[config.mk]
export PLATFORM = sky130hd
export DESIGN_NAME = card_host_readwait_taskfile
export DESIGN_NICKNAME = d
export VERILOG_FILES = /design/src/card_host_pkg.sv /design/src/card_host_readwait_taskfile.sv /design/src/card_buf_mem.sv
export VERILOG_INCLUDE_DIRS = /design/src
export SDC_FILE = /design/constraint.sdc
export NUM_CORES = 2
export LEC_CHECK = 0
export BUFFER_PORTS_ARGS = -buffer_cell sky130_fd_sc_hd__buf_2
export CORE_MARGIN = 2
export CORE_UTILIZATION = 25
export DETAILED_ROUTE_END_ITERATION = 12
export MAX_ROUTING_LAYER = met4
export PLACE_DENSITY_LB_ADDON = 0.1
export SKIP_LAST_GASP = 1
export SYNTH_ARGS = -nofsm -noshare
export SYNTH_HDL_FRONTEND = slang
export SYNTH_SLANG_ARGS = --single-unit
[constraint.sdc]
create_clock -name core_clk -period 10.4 [get_ports core_clk]
set_input_delay 1.56 -clock core_clk [delete_from_list [all_inputs] [get_ports core_clk]]
set_output_delay 1.56 -clock core_clk [all_outputs]
set_load 0.02 [all_outputs]
[src/card_host_regs.svh]
// Register map, field positions, reset values and timing counts of the card host block
`ifndef CARD_HOST_REGS_SVH
`define CARD_HOST_REGS_SVH

// ================================================================
// Register offsets
`define OFS_CTRL        9'h000
`define OFS_TMOUT       9'h014
`define OFS_BLKSZ       9'h01C
`define OFS_BYTES       9'h020
`define OFS_CARG        9'h028
`define OFS_CMD         9'h02C
`define OFS_RESP        9'h030
`define OFS_STAT        9'h048
`define OFS_DATA        9'h100

// ================================================================
// Field positions
`define CTRL_STALL_BIT  6
`define CTRL_ABORT_BIT  8
`define ST_CMD_DONE     0
`define ST_RESP_TO      1
`define ST_RESP_CRC     2
`define ST_DATA_DONE    3
`define ST_DATA_TO      4
`define ST_CMD_BUSY     8
`define ST_DATA_BUSY    9
`define ST_RESUME       10
`define RESP_RESUME_BIT 39

// ================================================================
// Reset values
`define RST_CTRL        32'h0000_0000
`define RST_TMOUT       32'h00FF_FFFF
`define RST_BLKSZ       32'h0000_0200
`define RST_BYTES       32'h0000_0200
`define RST_CARG        32'h0000_0000
`define RST_CMD         32'h0000_0000

// ================================================================
// Timing and sizes
`define CARD_HALF_M1    8'h03
`define CMD_FRAME_BITS  8'h30
`define RESP_SHORT_LAST 8'h2F
`define RESP_LONG_LAST  8'h87
`define RESP_WAIT       8'h40
`define BUF_BYTES       32'h0000_0040
`define TASKFILE_CMD    6'h27

`endif

[src/card_host_pkg.sv]
// Types shared by the card host block
package card_host_pkg;

  // Command register layout
  typedef struct packed {
    logic       start;
    logic [6:0] rsvd;
    logic       ccsExpect;
    logic       readCeata;
    logic       updClk;
    logic [4:0] cardNum;
    logic       sendInit;
    logic       stopAbort;
    logic       waitPrv;
    logic       autoStop;
    logic       xferMode;
    logic       readWrite;
    logic       dataExp;
    logic       checkCrc;
    logic       respLong;
    logic       respExp;
    logic [5:0] index;
  } cmd_t;

  // Sticky status flags
  typedef struct packed {
    logic dataTo;
    logic dataDone;
    logic respCrc;
    logic respTo;
    logic cmdDone;
  } sticky_t;

  typedef enum logic [3:0] {
    C_IDLE  = 4'h1,
    C_SEND  = 4'h2,
    C_RWAIT = 4'h4,
    C_RESP  = 4'h8
  } cmd_state_t;

  typedef enum logic [3:0] {
    D_IDLE   = 4'h1,
    D_RSTART = 4'h2,
    D_RBITS  = 4'h4,
    D_WSEND  = 4'h8
  } dat_state_t;

endpackage

[src/card_host_readwait_taskfile.sv]
// Card host command engine with read-wait stall and task-file data phase
`timescale 1ns/10ps
`include "card_host_regs.svh"
module card_host_readwait_taskfile import card_host_pkg::*; (
  // Clock and control
  input  wire logic        core_clk,
  input  wire logic        srst,
  input  wire logic        ce,
  // Register port
  input  wire logic [8:0]  regAddr,
  input  wire logic        regWrEn,
  input  wire logic        regRdEn,
  input  wire logic [31:0] regWrData,
  output logic      [31:0] regRdData,
  // Card bus
  output logic             cardClk,
  output logic             cmdOut,
  output logic             cmdOe,
  input  wire logic        cmdIn,
  output logic             dat0Out,
  output logic             dat0Oe,
  input  wire logic        dat0In,
  output logic             dat2Out,
  output logic             dat2Oe
);

  // ================================================================
  // Declarations
  logic [31:0] ctrl_ff, tmout_ff, blkSize_ff, byteCnt_ff, command_argument_ff, resp_ff, rdData_ff;
  cmd_t        cmd_ff, curCmd_ff;
  sticky_t     stat_ff;
  logic        resumeFlag_ff;
  cmd_state_t  cState_ff;
  dat_state_t  dState_ff;
  logic        cmdMeta_ff, cmdSync_ff, datMeta_ff, datSync_ff;
  logic [7:0]  divCnt_ff, bitCnt_ff, waitCnt_ff;
  logic        cardClk_ff, cmdOut_ff, cmdOe_ff, dat0Out_ff, dat0Oe_ff, dat2Out_ff, dat2Oe_ff;
  logic [47:0] cmdSh_ff;
  logic [9:0]  dBits_ff, dCnt_ff;
  logic [31:0] toCnt_ff, rxSh_ff, txSh_ff;
  logic [3:0]  engPtr_ff, swPtr_ff;
  logic [31:0] memRdata;
  logic [47:0] respWord;
  logic [4:0]  stSet, stClr;

  // CRC7 over a 40-bit command or response head
  function automatic logic [6:0] crc7Of(input logic [39:0] bits);
    logic [6:0] crc;
    logic       fb;
    crc = 7'h00;
    fb  = 1'b0;
    for (int i = 39; i >= 0; i--) begin
      fb  = bits[i] ^ crc[6];
      crc = {crc[5:0], 1'b0} ^ (fb ? 7'h09 : 7'h00);
    end
    return crc;
  endfunction

  // Data phase length in bits, clipped to the buffer
  function automatic logic [9:0] xferBits(input cmd_t c, input logic [31:0] blk,
                                          input logic [31:0] cnt);
    logic [31:0] n;
    n = (c.index == `TASKFILE_CMD) ? blk : cnt;
    if (n > `BUF_BYTES) begin
      n = `BUF_BYTES;
    end
    return {n[6:0], 3'b000};
  endfunction

  // ================================================================
  // Bus decode
  wire wrCtrl  = regWrEn && (regAddr == `OFS_CTRL);
  wire wrTmout = regWrEn && (regAddr == `OFS_TMOUT);
  wire wrBlk   = regWrEn && (regAddr == `OFS_BLKSZ);
  wire wrBytes = regWrEn && (regAddr == `OFS_BYTES);
  wire wrArg   = regWrEn && (regAddr == `OFS_CARG);
  wire wrCmd   = regWrEn && (regAddr == `OFS_CMD);
  wire wrStat  = regWrEn && (regAddr == `OFS_STAT);
  wire wrData  = regWrEn && (regAddr == `OFS_DATA);
  wire rdData  = regRdEn && (regAddr == `OFS_DATA);
  wire abortPulse = wrCtrl && regWrData[`CTRL_ABORT_BIT];

  // ================================================================
  // Engine conditions
  wire dataBusy = (dState_ff != D_IDLE);
  wire cmdBusy  = cmd_ff.start || (cState_ff != C_IDLE);
  wire divHit   = (divCnt_ff == `CARD_HALF_M1);
  wire riseTick = divHit && !cardClk_ff;
  wire fallTick = divHit && cardClk_ff;
  wire accept   = (cState_ff == C_IDLE) && cmd_ff.start && !(cmd_ff.waitPrv && dataBusy);
  wire sendEnd  = (cState_ff == C_SEND) && fallTick && (bitCnt_ff == `CMD_FRAME_BITS);
  wire respLast = (bitCnt_ff == (curCmd_ff.respLong ? `RESP_LONG_LAST : `RESP_SHORT_LAST));
  wire respDone = (cState_ff == C_RESP) && riseTick && respLast;
  wire respTo   = (cState_ff == C_RWAIT) && riseTick && cmdSync_ff && (waitCnt_ff == `RESP_WAIT);
  assign respWord = {cmdSh_ff[46:0], cmdSync_ff};
  wire crcBad   = !curCmd_ff.respLong && (crc7Of(respWord[47:8]) != respWord[7:1]);
  wire crcFail  = curCmd_ff.checkCrc && crcBad;
  wire cmdFinish = sendEnd && !curCmd_ff.respExp || respDone || respTo || accept && cmd_ff.updClk;
  wire dataGo   = curCmd_ff.dataExp && (sendEnd && !curCmd_ff.respExp || respDone && !crcFail);
  wire [9:0] nxtBits = xferBits(curCmd_ff, blkSize_ff, byteCnt_ff);
  wire rdTimeout = (dState_ff == D_RSTART) && riseTick && datSync_ff && (toCnt_ff == tmout_ff);
  wire rdEnd    = (dState_ff == D_RBITS) && riseTick && (dCnt_ff == dBits_ff - 10'h001);
  wire wrEnd    = (dState_ff == D_WSEND) && fallTick && (dCnt_ff == dBits_ff + 10'h002);
  wire engWe    = (dState_ff == D_RBITS) && riseTick && ((dCnt_ff[4:0] == 5'h1F) || rdEnd);

  // ================================================================
  // Pin synchronisers
  always_ff @(posedge core_clk) begin
    if (srst) begin
      cmdMeta_ff <= 1'b1;
      cmdSync_ff <= 1'b1;
      datMeta_ff <= 1'b1;
      datSync_ff <= 1'b1;
    end else if (ce) begin
      cmdMeta_ff <= cmdIn;
      cmdSync_ff <= cmdMeta_ff;
      datMeta_ff <= dat0In;
      datSync_ff <= datMeta_ff;
    end
  end

  // Card clock divider
  always_ff @(posedge core_clk) begin
    if (srst) begin
      divCnt_ff  <= 8'h00;
      cardClk_ff <= 1'b0;
    end else if (ce) begin
      divCnt_ff <= divHit ? 8'h00 : divCnt_ff + 8'h01;
      if (divHit) begin
        cardClk_ff <= !cardClk_ff;
      end
    end
  end

  // ================================================================
  // Software registers; abort bit is a pulse and never stored
  always_ff @(posedge core_clk) begin
    if (srst) begin
      ctrl_ff    <= `RST_CTRL;
      tmout_ff   <= `RST_TMOUT;
      blkSize_ff <= `RST_BLKSZ;
      byteCnt_ff <= `RST_BYTES;
      command_argument_ff  <= `RST_CARG;
    end else if (ce) begin
      if (wrCtrl) ctrl_ff <= regWrData & ~(32'h0000_0001 << `CTRL_ABORT_BIT);
      if (wrTmout) tmout_ff <= regWrData;
      if (wrBlk) blkSize_ff <= regWrData;
      if (wrBytes) byteCnt_ff <= regWrData;
      if (wrArg) command_argument_ff <= regWrData;
    end
  end

  // Command register; a write while launch is pending is ignored
  always_ff @(posedge core_clk) begin
    if (srst) begin
      cmd_ff <= cmd_t'(`RST_CMD);
    end else if (ce) begin
      if (wrCmd && !cmd_ff.start) begin
        cmd_ff <= cmd_t'(regWrData);
      end else if (accept) begin
        cmd_ff.start <= 1'b0;
      end
    end
  end

  // Sticky flags: write one to clear, a new event wins over the clear
  always_comb begin
    stSet                 = 5'h00;
    stSet[`ST_CMD_DONE]   = cmdFinish;
    stSet[`ST_RESP_TO]    = respTo;
    stSet[`ST_RESP_CRC]   = respDone && crcFail;
    stSet[`ST_DATA_DONE]  = rdEnd || wrEnd;
    stSet[`ST_DATA_TO]    = rdTimeout;
    stClr                 = wrStat ? regWrData[4:0] : 5'h00;
  end

  always_ff @(posedge core_clk) begin
    if (srst) begin
      stat_ff <= sticky_t'(5'h00);
    end else if (ce) begin
      stat_ff <= sticky_t'((stat_ff & ~stClr) | stSet);
    end
  end

  // Response word and resume data flag
  always_ff @(posedge core_clk) begin
    if (srst) begin
      resp_ff       <= 32'h0000_0000;
      resumeFlag_ff <= 1'b0;
    end else if (ce && respDone) begin
      resp_ff       <= respWord[39:8];
      resumeFlag_ff <= respWord[`RESP_RESUME_BIT];
    end
  end

  // Register read, answered one cycle after the strobe
  always_ff @(posedge core_clk) begin
    if (srst) begin
      rdData_ff <= 32'h0000_0000;
    end else if (ce && regRdEn) begin
      unique case (regAddr)
        `OFS_CTRL:  rdData_ff <= ctrl_ff;
        `OFS_TMOUT: rdData_ff <= tmout_ff;
        `OFS_BLKSZ: rdData_ff <= blkSize_ff;
        `OFS_BYTES: rdData_ff <= byteCnt_ff;
        `OFS_CARG:  rdData_ff <= command_argument_ff;
        `OFS_CMD:   rdData_ff <= cmd_ff;
        `OFS_RESP:  rdData_ff <= resp_ff;
        `OFS_STAT:  rdData_ff <= {21'h00_0000, resumeFlag_ff, dataBusy, cmdBusy, 3'h0, stat_ff};
        `OFS_DATA:  rdData_ff <= memRdata;
        default:    rdData_ff <= 32'h0000_0000;
      endcase
    end
  end

  // Software buffer pointer, rewound at each launch
  always_ff @(posedge core_clk) begin
    if (srst) begin
      swPtr_ff <= 4'h0;
    end else if (ce) begin
      if (accept) swPtr_ff <= 4'h0;
      else if ((wrData || rdData) && !dataBusy) swPtr_ff <= swPtr_ff + 4'h1;
    end
  end

  // ================================================================
  // Read-wait stall on data line 2, held for as long as software asks
  always_ff @(posedge core_clk) begin
    if (srst) begin
      dat2Out_ff <= 1'b0;
      dat2Oe_ff  <= 1'b0;
    end else if (ce) begin
      dat2Out_ff <= 1'b0;
      dat2Oe_ff  <= ctrl_ff[`CTRL_STALL_BIT];
    end
  end

  // ================================================================
  // Command engine; card select field is ignored, one card only
  always_ff @(posedge core_clk) begin
    if (srst) begin
      cState_ff  <= C_IDLE;
      curCmd_ff  <= cmd_t'(`RST_CMD);
      cmdSh_ff   <= 48'h0000_0000_0000;
      bitCnt_ff  <= 8'h00;
      waitCnt_ff <= 8'h00;
      cmdOut_ff  <= 1'b1;
      cmdOe_ff   <= 1'b0;
    end else if (ce) begin
      unique case (cState_ff)
        C_IDLE: if (accept) begin
          curCmd_ff <= cmd_ff;
          cmdSh_ff  <= {2'b01, cmd_ff.index, command_argument_ff,
                        crc7Of({2'b01, cmd_ff.index, command_argument_ff}), 1'b1};
          bitCnt_ff <= 8'h00;
          cState_ff <= cmd_ff.updClk ? C_IDLE : C_SEND;
        end
        C_SEND: if (fallTick) begin
          if (sendEnd) begin
            cmdOe_ff   <= 1'b0;
            cmdOut_ff  <= 1'b1;
            bitCnt_ff  <= 8'h00;
            waitCnt_ff <= 8'h00;
            cState_ff  <= curCmd_ff.respExp ? C_RWAIT : C_IDLE;
          end else begin
            cmdOe_ff  <= 1'b1;
            cmdOut_ff <= cmdSh_ff[47];
            cmdSh_ff  <= {cmdSh_ff[46:0], 1'b1};
            bitCnt_ff <= bitCnt_ff + 8'h01;
          end
        end
        C_RWAIT: if (riseTick) begin
          if (!cmdSync_ff) begin
            cmdSh_ff  <= 48'h0000_0000_0000;
            bitCnt_ff <= 8'h01;
            cState_ff <= C_RESP;
          end else if (respTo) begin
            cState_ff <= C_IDLE;
          end else begin
            waitCnt_ff <= waitCnt_ff + 8'h01;
          end
        end
        C_RESP: if (riseTick) begin
          // No completion signal is awaited after the response
          cmdSh_ff  <= respWord;
          bitCnt_ff <= bitCnt_ff + 8'h01;
          if (respDone) cState_ff <= C_IDLE;
        end
      endcase
    end
  end

  // ================================================================
  // Data engine on data line 0, one block for a task-file command
  always_ff @(posedge core_clk) begin
    if (srst) begin
      dState_ff  <= D_IDLE;
      dBits_ff   <= 10'h000;
      dCnt_ff    <= 10'h000;
      toCnt_ff   <= 32'h0000_0000;
      rxSh_ff    <= 32'h0000_0000;
      txSh_ff    <= 32'h0000_0000;
      engPtr_ff  <= 4'h0;
      dat0Out_ff <= 1'b1;
      dat0Oe_ff  <= 1'b0;
    end else if (ce) begin
      if (abortPulse) begin
        dState_ff  <= D_IDLE;
        dat0Out_ff <= 1'b1;
        dat0Oe_ff  <= 1'b0;
      end else begin
        unique case (dState_ff)
          D_IDLE: if (dataGo && (nxtBits != 10'h000)) begin
            dBits_ff  <= nxtBits;
            dCnt_ff   <= 10'h000;
            toCnt_ff  <= 32'h0000_0000;
            engPtr_ff <= 4'h0;
            dState_ff <= curCmd_ff.readWrite ? D_WSEND : D_RSTART;
          end
          // Without pending card data the wait runs into the timeout
          D_RSTART: if (riseTick) begin
            if (!datSync_ff) dState_ff <= D_RBITS;
            else if (rdTimeout) dState_ff <= D_IDLE;
            else toCnt_ff <= toCnt_ff + 32'h0000_0001;
          end
          D_RBITS: if (riseTick) begin
            rxSh_ff <= {rxSh_ff[30:0], datSync_ff};
            dCnt_ff <= dCnt_ff + 10'h001;
            if (engWe) engPtr_ff <= engPtr_ff + 4'h1;
            if (rdEnd) dState_ff <= D_IDLE;
          end
          D_WSEND: if (fallTick) begin
            if (wrEnd) begin
              dat0Oe_ff  <= 1'b0;
              dat0Out_ff <= 1'b1;
              dState_ff  <= D_IDLE;
            end else begin
              dat0Oe_ff <= 1'b1;
              dCnt_ff   <= dCnt_ff + 10'h001;
              if (dCnt_ff == 10'h000) begin
                dat0Out_ff <= 1'b0;
                txSh_ff    <= memRdata;
                engPtr_ff  <= engPtr_ff + 4'h1;
              end else if (dCnt_ff == dBits_ff + 10'h001) begin
                dat0Out_ff <= 1'b1;
              end else begin
                dat0Out_ff <= txSh_ff[31];
                if (dCnt_ff[4:0] == 5'h00) begin
                  txSh_ff   <= memRdata;
                  engPtr_ff <= engPtr_ff + 4'h1;
                end else begin
                  txSh_ff <= {txSh_ff[30:0], 1'b0};
                end
              end
            end
          end
        endcase
      end
    end
  end

  // ================================================================
  // Data buffer shared by software and the data engine
  card_buf_mem u_buf (
    .core_clk (core_clk),
    .srst     (srst),
    .ce       (ce),
    .wrEn     (engWe || (wrData && !dataBusy)),
    .addr     (dataBusy ? engPtr_ff : swPtr_ff),
    .wrData   (engWe ? {rxSh_ff[30:0], datSync_ff} : regWrData),
    .rdData   (memRdata)
  );

  // Outputs
  assign regRdData = rdData_ff;
  assign cardClk   = cardClk_ff;
  assign cmdOut    = cmdOut_ff;
  assign cmdOe     = cmdOe_ff;
  assign dat0Out   = dat0Out_ff;
  assign dat0Oe    = dat0Oe_ff;
  assign dat2Out   = dat2Out_ff;
  assign dat2Oe    = dat2Oe_ff;

  // Short names used by the checks
  wire stallReq = ctrl_ff[`CTRL_STALL_BIT];
  wire cIdle    = (cState_ff == C_IDLE);
  wire tfStart  = (dState_ff == D_IDLE) && dataGo && !abortPulse && !wrBlk
                  && (curCmd_ff.index == `TASKFILE_CMD) && (blkSize_ff <= `BUF_BYTES);
endmodule

[src/card_buf_mem.sv]
// Small data buffer with registered read data
`timescale 1ns/10ps
module card_buf_mem (
  // Clock
  input  wire logic        core_clk,
  input  wire logic        srst,
  input  wire logic        ce,
  // Access port
  input  wire logic        wrEn,
  input  wire logic [3:0]  addr,
  input  wire logic [31:0] wrData,
  output logic      [31:0] rdData
);

  logic [31:0] mem [16];
  logic [31:0] rdData_ff;

  // Storage write
  always_ff @(posedge core_clk) begin
    if (ce && wrEn) begin
      mem[addr] <= wrData;
    end
  end

  // Registered read, old data on a colliding write
  always_ff @(posedge core_clk) begin
    if (srst) begin
      rdData_ff <= 32'h0000_0000;
    end else if (ce) begin
      rdData_ff <= mem[addr];
    end
  end

  assign rdData = rdData_ff;

endmodule

==> results.toml <==
[global_routing]
grt_pass1_wl_microns = 249000
antenna_found_initial = 2
grt_pass1_vias = 33200
grt_max_degree = 197
grt.total_usage_pct = 18.9
grt_overflow = 0

[timing]
setup_violations = 0
tightest_slew_ps = 1460
maxSlewViolCount = 0
fin_skew_ps = 26.0
finalHoldViolations = 0
period_share_pct = 51.9
rsz0062_at_grt = "no"
timing.fmax_ghz = 0.185
setup_tns_ps = 0
period_needed_ps = 5400
slew_headroom_pct = 2.39

[placed_design]
io_buffer_count = 85
gp_congestion = 0.878
dp_hpwl_microns = 113000

[logic_synthesis]
synth_nets = 4700
synth_async_sr_flop_share_pct = 0
synth-edff-count = 512
avgSynthCellArea_sq_um = 9.70
synthFlopType = "dfxtp_1"
synth_area_sq_um = 45000
seq_area_frac_synth_pct = 57.0
ys_seq_elements = 1025
yosys_warnings = 0
syn_inst = 4638
yosys.cell_types.count = 68

[floorplan]
start_util_pct = 25.2
fp.dieArea_sq_um = 183000
die_w_microns = 428
placeableCoreArea_sq_um = 179000
die_y_microns = 428
rows = 155
io_pins = 87

[pwr]
power_density_nw_per_um2 = 184
power_w = 0.00960
p_leak_nw = 17.7
ir_worst_vdd_mv = 0.124

[route]
first_iter_violations = 2598
wl_microns = 172000
vias_per_cell = 4.89
remaining_drc_errors = 0
num_vias = 34400
wire_per_inst_microns = 24.4
first_pass_iters = 6
ant_nets = 0

[clock_network]
cts_hold_buffers = 0
clk_latency_ps = 780
clk_path_buf_depth = 3
cts_inserted_buffers = 130
clkSinkCount = 1025
cts_tree = "yes"
cts_resized = 0
cts-root-buf = "clkbuf_16"
post_cts_buffers = 0
clk_pin_slew_ps = 50
cts_htree_levels = 4

[finish]
final_nets = 4639
area_growth_syn_to_layout_pct = 15.6
drive_gt1_share_pct = 9.17

[min_path]
hold_class = "reg2reg"

[worst_setup_path]
arrival_ps = 5790
cp_max_fo = 33
critPathLaunchType = "register"
path_class = "reg2reg"
cp.required_ps = 10780
worstSetupEndpointType = "register"

[run_status]
status = "finished clean"

[flow_run]
maxCapViolations = 0
==> where the power goes <==
group	switching [W]	total [W]	internal, W
sequential	0.0000519	0.00432	0.00427
clock	0.00189	0.00446	0.00257
combinational	0.000464	0.000811	0.000347
==> cell type report <==
cell class,instances,area (sq um)
Antenna cell,2,5.00
Fill cell,18700,127000
Clock inverter,34,422
Multi-Input combinational cell,3243,18200
Inverter,20,75.1
Tap cell,2355,2950
Timing Repair Buffer,157,1000
Clock buffer,190,3720
Sequential cell,1025,25600
==> per-layer routing <==
| layer | part of all wire (%) | up-vias | GRT usage [%] |
|---|---|---|---|
| met5 | 0 | - | - |
| met3 | 3.9 | 218 | 2.47 |
| met1 | 47 | 17100 | 25.4 |
| met2 | 46 | 705 | 29.6 |
| li1 | - | 16400 | - |
| met4 | 3.0 | 0 | 5.67 |
==> worst paths after layout <==
| path | startpoint | end | slack, ps | cells after the start |
|---|---|---|---|---|
| min | curCmd_ff[8] | curCmd_ff[8] | 450 | 2 |
| max reg2reg | divCnt_ff[0] | u_buf.mem[12][11] | 5000 | 11 |
| min reg2reg | curCmd_ff[8] | curCmd_ff[8] | 450 | 2 |
| max | divCnt_ff[0] | u_buf.mem[12][11] | 5000 | 11 |
==> stage by stage <==
| step | hold WS (ps) | area, sq um | setup slack, ps | utilization, % | cells |
|---|---|---|---|---|---|
| 3_5_place_dp | 444 | 47900 | 4230 | 26.8 | 6800 |
| 3_3_place_gp | 438 | 47900 | 4210 | 26.8 | 6800 |
| 5_1_grt | 458 | 52000 | 4510 | 29.1 | 7024 |
| 4_1_cts | 453 | 52000 | 4840 | 29.1 | 7024 |
| 6_report | 452 | 52000 | 5000 | 29.1 | 7026 |
| 2_1_floorplan | 427 | 45000 | 4970 | - | 4638 |
==> Yosys cell counts, types with 5 or more instances <==
cell type,number,share of area (%)
nand4b_1,8,0.16
a211o_1,7,0.14
a221oi_1,20,0.39
xnor3_1,16,0.80
and3_1,55,0.76
o31ai_1,34,0.57
a22oi_1,13,0.22
a222oi_1,23,0.51
a31oi_1,37,0.51
nand3b_1,30,0.50
o2111ai_1,19,0.37
clkbuf_1,324,2.7
o211ai_1,5,0.083
a211oi_1,40,0.67
or3_1,18,0.25
dfxtp_1,513,23
a311oi_1,109,2.1
o21ai_0,44,0.49
or4_1,39,0.65
nand3_1,338,3.8
nor4b_1,9,0.18
mux2i_1,109,2.4
a22o_1,22,0.43
mux2_2,33,0.83
and4_1,5,0.097
buf_1,20,0.17
nor3_1,29,0.32
nand4_1,22,0.31
xnor2_1,105,2.0
nor2_1,236,2.0
nand2_1,1278,11
ha_1,14,0.39
nand2b_1,7,0.097
and2_1,21,0.29
edfxtp_1,512,34
nor4_1,26,0.36
nor2b_1,9,0.13
o21ai_1,14,0.16
inv_1,20,0.17
a21oi_1,320,3.6
xor2_1,82,1.6
==> worst max-delay path, stage by stage, from the launching register on <==
cell       delay, ps
dfxtp_1          390
ha_1             240
or4b_1           510
nor4_1           490
nand2_1          100
a2111oi_0        610
nor2_1           190
nor2b_4          150
buf_4            380
o21ai_1          370
or3_1            620
nor2_4           920
==> sequential cells by signal (all words and copies together), names as in the netlist, 10 cells and up <==
register and cells:
cmdSh_ff 48, resp_ff 32, ctrl_ff 31, regRdData 32
toCnt_ff 32, byteCnt_ff 32, command_argument_ff 32, dCnt_ff 10
cmd_ff 32, u_buf.rdData 32, u_buf.mem 512, txSh_ff 32
tmout_ff 32, blkSize_ff 32, rxSh_ff 31, curCmd_ff 11
==> kinds of logic (layout without fill, tap and decap cells) <==
group / count (synthesis) / in the layout / synth area share, %
other: 1 / 3 / 0.00833
adder cells (fa/ha/maj): 14 / 14 / 0.389
XOR/XNOR: 209 / 209 / 4.74
buffers and inverters: 370 / 401 / 3.11
multiplexers: 142 / 142 / 3.25
AND/OR/NAND/NOR: 2146 / 2146 / 20.8
AO/OA/AOI/OAI: 731 / 731 / 10.7
flip-flops: 1025 / 1025 / 57.0
==> cells in the final DEF, fill, tap and decap left out, drive strengths merged, types with 19 or more instances in the layout <==
cell and n:
nand3b 30, mux2i 109, xnor2 106, nand4 22, inv 28, and3 55, a31oi 38, a22o 22
a211oi 40, edfxtp 512, a222oi 23, nor4 26, or4 39, nor3 29, clkinv 23, o31ai 34
buf 157, a221oi 20, mux2 33, xor2 82, clkbuf 190, dfxtp 513, a21oi 320, a311oi 109
o21ai 58, nor2 236, o2111ai 19, nand3 338, nand2 1278, and2 21
Power figures use the tool's default switching activity.
